$ cat src/verilog/bcc_pkg.sv
// Package: constants, register map and carrier types of the calendar clock
`default_nettype none

package bcc_pkg;

	// ------------------------------------------------------------
	// Register map (byte addresses)
	// ------------------------------------------------------------
	localparam int         ADDR_W    = 8;
	localparam logic [7:0] OFS_CFG   = 8'h00;
	localparam logic [7:0] OFS_PAD   = 8'h04;
	localparam logic [7:0] OFS_TIME  = 8'h08;
	localparam logic [7:0] OFS_ALCFG = 8'h0C;
	localparam logic [7:0] OFS_ALARM = 8'h10;
	localparam logic [7:0] OFS_KEY   = 8'h14;

	// ------------------------------------------------------------
	// Field positions
	// ------------------------------------------------------------
	localparam int CFG_EN_BIT     = 15;
	localparam int CFG_UNLOCK_BIT = 13;
	localparam int CFG_OE_BIT     = 10;
	localparam int PAD_SEL_BIT    = 1;
	localparam int AL_EN_BIT      = 15;
	localparam int AL_CHIME_BIT   = 14;

	// ------------------------------------------------------------
	// Values
	// ------------------------------------------------------------
	localparam logic [7:0] KEY_FIRST  = 8'h55;
	localparam logic [7:0] KEY_SECOND = 8'hAA;
	localparam logic [7:0] RPT_FULL   = 8'hFF;
	localparam logic [1:0] PTR_FIRST  = 2'b00;
	localparam logic [1:0] RESP_OKAY  = 2'b00;
	localparam logic [1:0] RESP_ERR   = 2'b10;
	localparam logic [7:0] MASK_SEC   = 8'h7F;
	localparam logic [7:0] MASK_HOUR  = 8'h3F;
	localparam logic [7:0] MASK_WDAY  = 8'h07;
	localparam logic [7:0] MASK_MONTH = 8'h1F;

	// ------------------------------------------------------------
	// Timing
	// ------------------------------------------------------------
	localparam int CLK_HZ       = 250_000_000;
	localparam int OSC_HZ       = 32_768;
	localparam int OSC_DIV_CYC  = CLK_HZ / OSC_HZ;
	localparam int RIPPLE_TICKS = 32;

	// ------------------------------------------------------------
	// Types
	// ------------------------------------------------------------
	typedef struct packed {
		logic [7:0] year;
		logic [7:0] month;
		logic [7:0] day;
		logic [7:0] wday;
		logic [7:0] hour;
		logic [7:0] min;
		logic [7:0] sec;
	} bcc_time_t;

	typedef struct packed {
		logic [7:0] month;
		logic [7:0] day;
		logic [7:0] wday;
		logic [7:0] hour;
		logic [7:0] min;
		logic [7:0] sec;
	} bcc_alarm_t;

	localparam bcc_time_t  TIME_RESET  = '{8'h00, 8'h01, 8'h01, 8'h00,
		8'h00, 8'h00, 8'h00};
	localparam bcc_alarm_t ALARM_RESET = '{8'h01, 8'h01, 8'h00, 8'h00,
		8'h00, 8'h00};
	localparam logic [15:0] CFG_RESET  = 16'h0000;

	typedef struct packed {
		logic              awvalid;
		logic [ADDR_W-1:0] awaddr;
		logic              wvalid;
		logic [31:0]       wdata;
		logic [3:0]        wstrb;
		logic              bready;
		logic              arvalid;
		logic [ADDR_W-1:0] araddr;
		logic              rready;
	} bcc_axi_req_t;

	typedef struct packed {
		logic        awready;
		logic        wready;
		logic        bvalid;
		logic [1:0]  bresp;
		logic        arready;
		logic        rvalid;
		logic [31:0] rdata;
		logic [1:0]  rresp;
	} bcc_axi_rsp_t;

	typedef enum logic [1:0] {
		KEY_IDLE,
		KEY_GOT_FIRST,
		KEY_ARMED
	} bcc_key_t;

endpackage : bcc_pkg

`default_nettype wire

$ cat src/verilog/bcc_top.sv
// Calendar clock with alarm, drift calibration and AXI4-Lite registers
`default_nettype none

module bcc_top #(
	parameter int OSC_DIV       = bcc_pkg::OSC_DIV_CYC, // clk per osc pulse
	parameter int TICKS_PER_SEC = bcc_pkg::OSC_HZ       // osc pulses per s
) (
	input  wire logic                  clk,          // 250 MHz clock
	input  wire logic                  reset,        // sync reset
	input  wire logic                  por,          // power-on reset
	input  wire bcc_pkg::bcc_axi_req_t axi_req,      // AXI4-Lite requests
	output var  bcc_pkg::bcc_axi_rsp_t axi_rsp,      // AXI4-Lite answers
	output logic                       clock_pin_out, // output pin level
	output logic                       clock_pin_oe   // output pin enable
);
	import bcc_pkg::*;

	// ------------------------------------------------------------
	// Functions
	// ------------------------------------------------------------
	function automatic logic [8:0] bcd_step(input logic [7:0] v,
		input logic [7:0] last, input logic [7:0] first);
		if (v >= last) begin
			bcd_step = {1'b1, first};
		end else if (v[3:0] >= 4'h9) begin
			bcd_step = {1'b0, v[7:4] + 4'h1, 4'h0};
		end else begin
			bcd_step = {1'b0, v[7:4], v[3:0] + 4'h1};
		end
	endfunction : bcd_step

	function automatic logic [7:0] month_last(input logic [7:0] m,
		input logic [7:0] y);
		logic leap;
		leap = y[4] ? (y[3:0] == 4'h2 || y[3:0] == 4'h6)
			: (y[3:0] == 4'h0 || y[3:0] == 4'h4 || y[3:0] == 4'h8);
		case (m)
			8'h02:   month_last = leap ? 8'h29 : 8'h28;
			8'h04, 8'h06, 8'h09, 8'h11: month_last = 8'h30;
			default: month_last = 8'h31;
		endcase
	endfunction : month_last

	function automatic logic alarm_hit(input logic [3:0] mask,
		input bcc_time_t t, input bcc_alarm_t a);
		logic s;
		logic m;
		logic h;
		s = (t.sec == a.sec);
		m = s & (t.min == a.min);
		h = m & (t.hour == a.hour);
		case (mask)
			4'h0, 4'h1: alarm_hit = 1'b1;
			4'h2:    alarm_hit = (t.sec[3:0] == a.sec[3:0]);
			4'h3:    alarm_hit = s;
			4'h4:    alarm_hit = s & (t.min[3:0] == a.min[3:0]);
			4'h5:    alarm_hit = m;
			4'h6:    alarm_hit = h;
			4'h7:    alarm_hit = h & (t.wday == a.wday);
			4'h8:    alarm_hit = h & (t.day == a.day);
			4'h9:    alarm_hit = h & (t.day == a.day) & (t.month == a.month);
			default: alarm_hit = 1'b0; // Reserved codes never fire
		endcase
	endfunction : alarm_hit

	function automatic logic [1:0] ptr_dec(input logic [1:0] p);
		ptr_dec = (p == PTR_FIRST) ? PTR_FIRST : p - 2'b01;
	endfunction : ptr_dec

	function automatic logic addr_ok(input logic [ADDR_W-1:0] a);
		addr_ok = (a == OFS_CFG) || (a == OFS_PAD) || (a == OFS_TIME)
			|| (a == OFS_ALCFG) || (a == OFS_ALARM) || (a == OFS_KEY);
	endfunction : addr_ok

	// ------------------------------------------------------------
	// State
	// ------------------------------------------------------------
	logic [15:0]       osc_cnt_reg,  osc_cnt_next;
	logic [16:0]       presc_reg,    presc_next;
	bcc_time_t         time_reg,     time_next;
	logic              en_reg,       en_next;
	logic              unlock_reg,   unlock_next;
	logic              oe_reg,       oe_next;
	logic [1:0]        tptr_reg,     tptr_next;
	logic [7:0]        cal_reg,      cal_next;
	logic              sel_reg,      sel_next;
	logic              al_en_reg,    al_en_next;
	logic              chime_reg,    chime_next;
	logic [3:0]        alarm_interval_select_reg,    alarm_interval_select_next;
	logic [1:0]        aptr_reg,     aptr_next;
	logic [7:0]        alarm_repeat_count_reg,     alarm_repeat_count_next;
	bcc_alarm_t        alarm_reg,    alarm_next;
	logic              pulse_reg,    pulse_next;
	bcc_key_t          key_reg,      key_next;
	logic              aw_held_reg,  aw_held_next;
	logic              w_held_reg,   w_held_next;
	logic [ADDR_W-1:0] awaddr_reg,   awaddr_next;
	logic [31:0]       wdata_reg,    wdata_next;
	logic [3:0]        wstrb_reg,    wstrb_next;
	bcc_axi_rsp_t      rsp_reg,      rsp_next;
	logic              pin_reg,      pin_next;
	logic              pin_oe_reg,   pin_oe_next;

	logic              osc_tick;
	logic              presc_tick;
	logic              sec_tick;
	logic              half_tick;
	logic              half_status;
	logic              ripple;
	logic signed [16:0] cal_adj;
	logic [16:0]       sec_limit;
	logic              alarm_event;
	logic              aw_take;
	logic              w_take;
	logic              ar_take;
	logic              wr_do;
	logic [15:0]       rd_word;

	// ------------------------------------------------------------
	// Time base
	// ------------------------------------------------------------
	// The divider runs whether or not the clock is enabled
	assign osc_tick   = (osc_cnt_reg >= 16'(OSC_DIV - 1));
	assign presc_tick = osc_tick & en_reg;
	assign cal_adj    = {{7{cal_reg[7]}}, cal_reg, 2'b00};
	// Only the first second of each minute is stretched or shortened
	assign sec_limit  = (time_reg.sec == 8'h00)
		? 17'(TICKS_PER_SEC - 1) - cal_adj : 17'(TICKS_PER_SEC - 1);
	assign sec_tick   = presc_tick & (presc_reg >= sec_limit);
	assign half_tick  = presc_tick
		& (presc_reg == 17'(TICKS_PER_SEC / 2 - 1));
	assign half_status = (presc_reg >= 17'(TICKS_PER_SEC / 2));
	// Warn readers while a carry ripple is close
	assign ripple = en_reg
		& (presc_reg + 17'(RIPPLE_TICKS) >= sec_limit);

	// ------------------------------------------------------------
	// Bus handshakes
	// ------------------------------------------------------------
	assign aw_take = axi_req.awvalid & rsp_reg.awready;
	assign w_take  = axi_req.wvalid & rsp_reg.wready;
	assign ar_take = axi_req.arvalid & rsp_reg.arready;
	assign wr_do   = aw_held_reg & w_held_reg;

	always_comb begin
		case (axi_req.araddr)
			OFS_CFG:   rd_word = {en_reg, 1'b0, unlock_reg, ripple,
				half_status, oe_reg, tptr_reg, cal_reg};
			OFS_PAD:   rd_word = {14'h0000, sel_reg, 1'b0};
			OFS_TIME: begin
				case (tptr_reg)
					2'b00:   rd_word = {time_reg.min, time_reg.sec};
					2'b01:   rd_word = {time_reg.wday, time_reg.hour};
					2'b10:   rd_word = {time_reg.month, time_reg.day};
					default: rd_word = {8'h00, time_reg.year};
				endcase
			end
			OFS_ALCFG: rd_word = {al_en_reg, chime_reg, alarm_interval_select_reg, aptr_reg,
				alarm_repeat_count_reg};
			OFS_ALARM: begin
				case (aptr_reg)
					2'b00:   rd_word = {alarm_reg.min, alarm_reg.sec};
					2'b01:   rd_word = {alarm_reg.wday, alarm_reg.hour};
					2'b10:   rd_word = {alarm_reg.month, alarm_reg.day};
					default: rd_word = 16'h0000;
				endcase
			end
			default:   rd_word = 16'h0000;
		endcase
	end

	// ------------------------------------------------------------
	// Next-state logic
	// ------------------------------------------------------------
	always_comb begin
		osc_cnt_next = osc_tick ? 16'h0000 : osc_cnt_reg + 16'h0001;
		presc_next   = presc_reg;
		time_next    = time_reg;
		en_next      = en_reg;
		unlock_next  = unlock_reg;
		oe_next      = oe_reg;
		tptr_next    = tptr_reg;
		cal_next     = cal_reg;
		sel_next     = sel_reg;
		al_en_next   = al_en_reg;
		chime_next   = chime_reg;
		alarm_interval_select_next   = alarm_interval_select_reg;
		aptr_next    = aptr_reg;
		alarm_repeat_count_next    = alarm_repeat_count_reg;
		alarm_next   = alarm_reg;
		pulse_next   = pulse_reg;
		key_next     = wr_do ? KEY_IDLE : key_reg; // Any write ends the window
		alarm_event  = 1'b0;

		// Calendar advance
		if (presc_tick) begin
			presc_next = sec_tick ? 17'h0_0000 : presc_reg + 17'h0_0001;
		end
		if (sec_tick) begin
			{alarm_event, time_next.sec} = bcd_step(time_reg.sec, 8'h59, 8'h00);
			if (alarm_event) begin
				{alarm_event, time_next.min} =
					bcd_step(time_reg.min, 8'h59, 8'h00);
			end
			if (alarm_event) begin
				{alarm_event, time_next.hour} =
					bcd_step(time_reg.hour, 8'h23, 8'h00);
			end
			if (alarm_event) begin
				time_next.wday = (time_reg.wday >= 8'h06) ? 8'h00
					: time_reg.wday + 8'h01;
				{alarm_event, time_next.day} = bcd_step(time_reg.day,
					month_last(time_reg.month, time_reg.year), 8'h01);
			end
			if (alarm_event) begin
				{alarm_event, time_next.month} =
					bcd_step(time_reg.month, 8'h12, 8'h01);
			end
			if (alarm_event) begin
				{alarm_event, time_next.year} =
					bcd_step(time_reg.year, 8'h99, 8'h00);
			end
		end

		// Alarm
		alarm_event = al_en_reg & ((half_tick & (alarm_interval_select_reg == 4'h0))
			| (sec_tick & alarm_hit(alarm_interval_select_reg, time_next, alarm_reg)));
		if (alarm_event) begin
			if (alarm_repeat_count_reg != 8'h00) begin
				alarm_repeat_count_next = alarm_repeat_count_reg - 8'h01;
			end else if (chime_reg) begin
				alarm_repeat_count_next = RPT_FULL;
			end else begin
				al_en_next = 1'b0;
			end
		end
		// The pulse stays high until the next half-second boundary
		if (alarm_event) begin
			pulse_next = 1'b1;
		end else if (half_tick | sec_tick) begin
			pulse_next = 1'b0;
		end

		// Window reads move their pointer
		if (ar_take && axi_req.araddr == OFS_TIME) begin
			tptr_next = ptr_dec(tptr_next);
		end
		if (ar_take && axi_req.araddr == OFS_ALARM) begin
			aptr_next = ptr_dec(aptr_next);
		end

		// Register writes, after the tick so software wins
		if (wr_do) begin
			case (awaddr_reg)
				OFS_CFG: begin
					if (wstrb_reg[1]) begin
						// Set only in the write right after the key
						unlock_next = wdata_reg[CFG_UNLOCK_BIT]
							& (unlock_reg | (key_reg == KEY_ARMED));
						if (unlock_reg) begin
							en_next = wdata_reg[CFG_EN_BIT];
						end
						oe_next   = wdata_reg[CFG_OE_BIT];
						tptr_next = wdata_reg[9:8];
					end
					if (wstrb_reg[0]) begin
						cal_next = wdata_reg[7:0];
					end
				end
				OFS_PAD: begin
					if (wstrb_reg[0]) begin
						sel_next = wdata_reg[PAD_SEL_BIT];
					end
				end
				OFS_TIME: begin
					if (unlock_reg && wstrb_reg[0]) begin
						case (tptr_reg)
							2'b00: begin
								time_next.sec = wdata_reg[7:0] & MASK_SEC;
								presc_next    = 17'h0_0000;
							end
							2'b01:   time_next.hour = wdata_reg[7:0] & MASK_HOUR;
							2'b10:   time_next.day  = wdata_reg[7:0] & MASK_HOUR;
							default: time_next.year = wdata_reg[7:0];
						endcase
					end
					if (unlock_reg && wstrb_reg[1]) begin
						case (tptr_reg)
							2'b00:   time_next.min = wdata_reg[15:8] & MASK_SEC;
							2'b01:   time_next.wday = wdata_reg[15:8] & MASK_WDAY;
							2'b10:   time_next.month =
								wdata_reg[15:8] & MASK_MONTH;
							default: time_next.year = time_next.year;
						endcase
						tptr_next = ptr_dec(tptr_next);
					end
				end
				OFS_ALCFG: begin
					if (wstrb_reg[1]) begin
						al_en_next = wdata_reg[AL_EN_BIT];
						chime_next = wdata_reg[AL_CHIME_BIT];
						alarm_interval_select_next = wdata_reg[13:10];
						aptr_next  = wdata_reg[9:8];
					end
					if (wstrb_reg[0]) begin
						alarm_repeat_count_next = wdata_reg[7:0];
					end
				end
				OFS_ALARM: begin
					if (wstrb_reg[0]) begin
						case (aptr_reg)
							2'b00:   alarm_next.sec = wdata_reg[7:0] & MASK_SEC;
							2'b01:   alarm_next.hour = wdata_reg[7:0] & MASK_HOUR;
							2'b10:   alarm_next.day = wdata_reg[7:0] & MASK_HOUR;
							default: alarm_next.day = alarm_next.day;
						endcase
					end
					if (wstrb_reg[1]) begin
						case (aptr_reg)
							2'b00:   alarm_next.min = wdata_reg[15:8] & MASK_SEC;
							2'b01:   alarm_next.wday =
								wdata_reg[15:8] & MASK_WDAY;
							2'b10:   alarm_next.month =
								wdata_reg[15:8] & MASK_MONTH;
							default: alarm_next.month = alarm_next.month;
						endcase
						aptr_next = ptr_dec(aptr_next);
					end
				end
				OFS_KEY: begin
					if (wstrb_reg[0] && wdata_reg[7:0] == KEY_FIRST) begin
						key_next = KEY_GOT_FIRST;
					end else if (wstrb_reg[0] && key_reg == KEY_GOT_FIRST
						&& wdata_reg[7:0] == KEY_SECOND) begin
						key_next = KEY_ARMED;
					end
				end
				default: key_next = KEY_IDLE;
			endcase
		end

		// Pin source and enable
		pin_oe_next = oe_next;
		pin_next    = oe_next & (sel_next
			? ~(presc_next >= 17'(TICKS_PER_SEC / 2)) : pulse_next);

		// Bus slave
		aw_held_next = (aw_held_reg | aw_take) & ~wr_do;
		w_held_next  = (w_held_reg | w_take) & ~wr_do;
		awaddr_next  = aw_take ? axi_req.awaddr : awaddr_reg;
		wdata_next   = w_take ? axi_req.wdata : wdata_reg;
		wstrb_next   = w_take ? axi_req.wstrb : wstrb_reg;
		rsp_next     = rsp_reg;
		if (wr_do) begin
			rsp_next.bvalid = 1'b1;
			rsp_next.bresp  = addr_ok(awaddr_reg) ? RESP_OKAY : RESP_ERR;
		end else if (rsp_reg.bvalid && axi_req.bready) begin
			rsp_next.bvalid = 1'b0;
		end
		if (ar_take) begin
			rsp_next.rvalid = 1'b1;
			rsp_next.rdata  = {16'h0000, rd_word};
			rsp_next.rresp  = addr_ok(axi_req.araddr) ? RESP_OKAY : RESP_ERR;
		end else if (rsp_reg.rvalid && axi_req.rready) begin
			rsp_next.rvalid = 1'b0;
		end
		rsp_next.awready = ~aw_held_next & ~rsp_next.bvalid;
		rsp_next.wready  = ~w_held_next & ~rsp_next.bvalid;
		rsp_next.arready = ~rsp_next.rvalid;
	end

	// ------------------------------------------------------------
	// Registers kept through ordinary reset
	// ------------------------------------------------------------
	always_ff @(posedge clk) begin
		if (por) begin
			osc_cnt_reg <= 16'h0000;
			presc_reg   <= 17'h0_0000;
			time_reg    <= TIME_RESET;
			{en_reg, unlock_reg, oe_reg, tptr_reg, cal_reg} <=
				{CFG_RESET[15], CFG_RESET[13], CFG_RESET[10],
				CFG_RESET[9:8], CFG_RESET[7:0]};
			sel_reg     <= 1'b0;
		end else begin
			osc_cnt_reg <= osc_cnt_next;
			presc_reg   <= presc_next;
			time_reg    <= time_next;
			en_reg      <= en_next;
			unlock_reg  <= unlock_next;
			oe_reg      <= oe_next;
			tptr_reg    <= tptr_next;
			cal_reg     <= cal_next;
			sel_reg     <= sel_next;
		end
	end

	// ------------------------------------------------------------
	// Registers cleared by any reset
	// ------------------------------------------------------------
	always_ff @(posedge clk) begin
		if (por || reset) begin
			al_en_reg   <= 1'b0;
			chime_reg   <= 1'b0;
			alarm_interval_select_reg   <= 4'h0;
			aptr_reg    <= 2'b00;
			alarm_repeat_count_reg    <= 8'h00;
			alarm_reg   <= ALARM_RESET;
			pulse_reg   <= 1'b0;
			key_reg     <= KEY_IDLE;
			aw_held_reg <= 1'b0;
			w_held_reg  <= 1'b0;
			awaddr_reg  <= '0;
			wdata_reg   <= 32'h0000_0000;
			wstrb_reg   <= 4'h0;
			rsp_reg     <= '{1'b1, 1'b1, 1'b0, RESP_OKAY, 1'b1, 1'b0,
				32'h0000_0000, RESP_OKAY};
			pin_reg     <= 1'b0;
			pin_oe_reg  <= 1'b0;
		end else begin
			al_en_reg   <= al_en_next;
			chime_reg   <= chime_next;
			alarm_interval_select_reg   <= alarm_interval_select_next;
			aptr_reg    <= aptr_next;
			alarm_repeat_count_reg    <= alarm_repeat_count_next;
			alarm_reg   <= alarm_next;
			pulse_reg   <= pulse_next;
			key_reg     <= key_next;
			aw_held_reg <= aw_held_next;
			w_held_reg  <= w_held_next;
			awaddr_reg  <= awaddr_next;
			wdata_reg   <= wdata_next;
			wstrb_reg   <= wstrb_next;
			rsp_reg     <= rsp_next;
			pin_reg     <= pin_next;
			pin_oe_reg  <= pin_oe_next;
		end
	end

	assign axi_rsp       = rsp_reg;
	assign clock_pin_out = pin_reg;
	assign clock_pin_oe  = pin_oe_reg;

endmodule : bcc_top

`default_nettype wire

$ cat config.mk
export PLATFORM = sky130hd
export DESIGN_NAME = bcc_top
export DESIGN_NICKNAME = d
export VERILOG_FILES = /design/src/verilog/bcc_pkg.sv /design/src/verilog/bcc_top.sv
export SDC_FILE = /design/constraint.sdc
export NUM_CORES = 1
export LEC_CHECK = 0
export BUFFER_PORTS_ARGS = -buffer_cell sky130_fd_sc_hd__buf_2
export CORE_ASPECT_RATIO = 0.6
export CORE_MARGIN = 2
export CORE_UTILIZATION = 66
export CTS_BUF_LIST = sky130_fd_sc_hd__clkbuf_4 sky130_fd_sc_hd__clkbuf_8 sky130_fd_sc_hd__clkbuf_16
export DETAILED_ROUTE_END_ITERATION = 16
export PLACE_DENSITY_LB_ADDON = 0.25
export SLEW_MARGIN = 10
export SYNTH_ARGS = -nofsm -noshare
export SYNTH_HDL_FRONTEND = slang
export SYNTH_SLANG_ARGS = --single-unit
$ cat constraint.sdc
create_clock -name clk -period 6.46 [get_ports clk]
set_input_delay 1.615 -clock clk [delete_from_list [all_inputs] [get_ports clk]]
set_output_delay 1.615 -clock clk [all_outputs]
set_load 0.03 [all_outputs]
==> impl_metrics.env <==
export IMPL_status="finished clean"
export IMPL_synth_edf_count=0
export IMPL_cts_hold_buf=0
export IMPL_cts_setup_buffers=0
export IMPL_detail_route_wl_per_cell_um=22.3
export IMPL_synth_warnings=0
export IMPL_grt_max_degree=72
export IMPL_ir_worst_vdd_mv=0.170
export IMPL_cts_sinks=209
export IMPL_fin_area_sq_mm=0.0143
export IMPL_num_rows=40
export IMPL_fp_dieArea_sq_mm=0.0213
export IMPL_syn_area_sq_mm=0.0133
export IMPL_worst_skew_pair_late_latency_ns=0.51
export IMPL_grt_first_pass_wirelength_um=67100
export IMPL_place_gp_congestion=1.04
export IMPL_final_antenna_net_count=0
export IMPL_cts_root_buffer="clkbuf_16"
export IMPL_placeableCoreArea_sq_mm=0.0199
export IMPL_drt_total_wl_um=43900
export IMPL_hold_violations=0
export IMPL_place_area_sq_mm=0.0136
export IMPL_syn_area_per_cell_sq_um=7.97
export IMPL_grt_overflow=0
export IMPL_final_cell_mix="nor2_1, dfxtp_1, nand2_1, a21oi_1, o21ai_0"
export IMPL_fmax_mhz=175
export IMPL_cts_tree="built"
export IMPL_final_common_cell="nor2_1"
export IMPL_drt_iter0_drc=1818
export IMPL_yosysSeqAreaShare_pct=31.5
export IMPL_maxSlewViolCount=0
export IMPL_worstSetupPathType="reg2reg"
export IMPL_cts_buffers=21
export IMPL_drive_gt1_share_pct=10.2
export IMPL_worst_slew_pin_slew_ns=1.11
export IMPL_cp_max_fo=18
export IMPL_tns_ns=0
export IMPL_leakage_nw=5.44
export IMPL_period_share_pct=88.6
export IMPL_synth_seq_cells=209
export IMPL_die_x_um=187
export IMPL_clk_pin_slew_ns=0.07
export IMPL_portBuffers=66
export IMPL_largest_reg_flops=56
export IMPL_first_pass_iters=6
export IMPL_rsz0062_at_grt="no"
export IMPL_critical_path_endpoint_type="register"
export IMPL_async_flop_share_pct=0
export IMPL_worstPathRequired_ns=6.86
export IMPL_ios=103
export IMPL_vias_per_cell=6.67
export IMPL_startpoint_type="register"
export IMPL_grt_pass1_vias=11500
export IMPL_antenna_found_initial=2
export IMPL_nFillCells=1645
export IMPL_hold_ws_ns=0.460
export IMPL_start_util_pct=66.9
export IMPL_p_per_area_mw_per_mm2=186
export IMPL_setup_viol=0
export IMPL_dp_hpwl_um=32400
export IMPL_crit_arrival_ns=6.12
export IMPL_maxCapViolations=0
export IMPL_synthFlopType="dfxtp_1"
export IMPL_drcViolationCount=0
export IMPL_synth_cells=1668
export IMPL_slew_headroom_pct=26.0
export IMPL_area_growth_pct=7.50
export IMPL_finalCriticalPeriod_ns=5.72
export IMPL_vias=13100
export IMPL_final_nets=1801
export IMPL_finalClockSkew_ns=0.00982
export IMPL_ys_types=102
export IMPL_hp_class="reg2reg"
export IMPL_ctsResizeCount=0
export IMPL_grt_use_total_pct=40.5
export IMPL_h_tree_depth=1
export IMPL_clockBufferDepth=3
export IMPL_die_h_um=114
[synthesized netlist by cell type, types with 22 or more instances]
library cell	count	area, sq um
nor2_1	216	811
dfxtp_1	209	4180
nand2_1	178	668
a21oi_1	109	546
o21ai_0	83	415
mux2i_1	77	771
clkbuf_1	74	278
nor3_1	61	305
ha_1	60	751
nand3_1	50	250
inv_1	43	161
xnor2_1	30	263
xor2_1	29	254
a211oi_1	25	188
and3_1	25	156
nand2b_1	22	138
[area by class of cell]
class                   count  area (sq um)  area share (%)
multi-input cells        1324          8480            59.4
clock inverters             5          30.0           0.210
inverters                  44           166            1.16
well taps                 273           342            2.39
clock buffers              31           632            4.42
flip-flops and latches    209          4180            29.3
diodes                      3          7.51          0.0525
repair buffers             81           443            3.10
[per-stage QoR]
step	setup slack (ns)	power (mW)	util (%)	std cells
floorplan	2.04	1.43	-	1688
global placement	1.15	1.47	68.5	1931
detailed placement	1.01	1.47	68.5	1931
CTS	0.931	2.64	71.9	1967
global route	0.368	2.71	71.9	1967
finish	0.737	2.65	71.9	1970
[worst max-delay path, cell delays in order, from the launching register on]
cell	delay [ns]
dfxtp_1	0.50
inv_1	0.14
ha_1	0.28
nand4bb_4	0.13
nor2_4	0.07
and2_1	0.16
ha_1	0.28
and3_1	0.22
o21ai_0	0.11
a21oi_1	0.39
o2bb2ai_2	0.26
a211oi_2	0.76
nand3_1	0.19
mux2i_1	0.48
xor2_1	0.19
nand4_1	0.15
o21ai_1	0.15
a41o_1	0.67
nand4_1	0.18
a32o_1	0.29
[report_power, final]
group | total (mW) | internal (mW) | switching [mW]
Sequential | 1.33 | 1.30 | 0.0255
Combinational | 0.120 | 0.0329 | 0.0873
Clock | 1.20 | 0.677 | 0.528
Total | 2.65 | 2.01 | 0.641
[kinds of logic (layout without fill, tap and decap cells)]
group	count (synthesis)	in the layout	synth area share, %
adders and majority gates	61	61	5.72
and+or+nand+nor	688	688	24.9
xor gates and xnor gates	60	60	4.07
DFF	209	209	31.5
buffers and inverters	155	161	5.27
muxes	90	90	7.58
other	1	24	0.0282
AOI/OAI and AO/OA	404	404	20.9
[per-layer routing]
layer  part of all wire, %  vias up  GRT usage, %
met1                    43     6160          59.4
li1                      -     6010             -
met5                  0.11        -             0
met4                   2.4        4          10.7
met2                    37      868          53.4
met3                    17       93          17.4
[final timing paths]
kind,start,to,slack (ns),cells after the start
worst max register to register,time_reg[0],alarm_repeat_count_reg[3],0.74,19
worst min-delay path,awaddr_reg[0],awaddr_reg[0],0.46,2
worst min register to register,awaddr_reg[0],awaddr_reg[0],0.46,2
worst max-delay path,time_reg[0],alarm_repeat_count_reg[3],0.74,19
(Power assumes the default switching activity.)
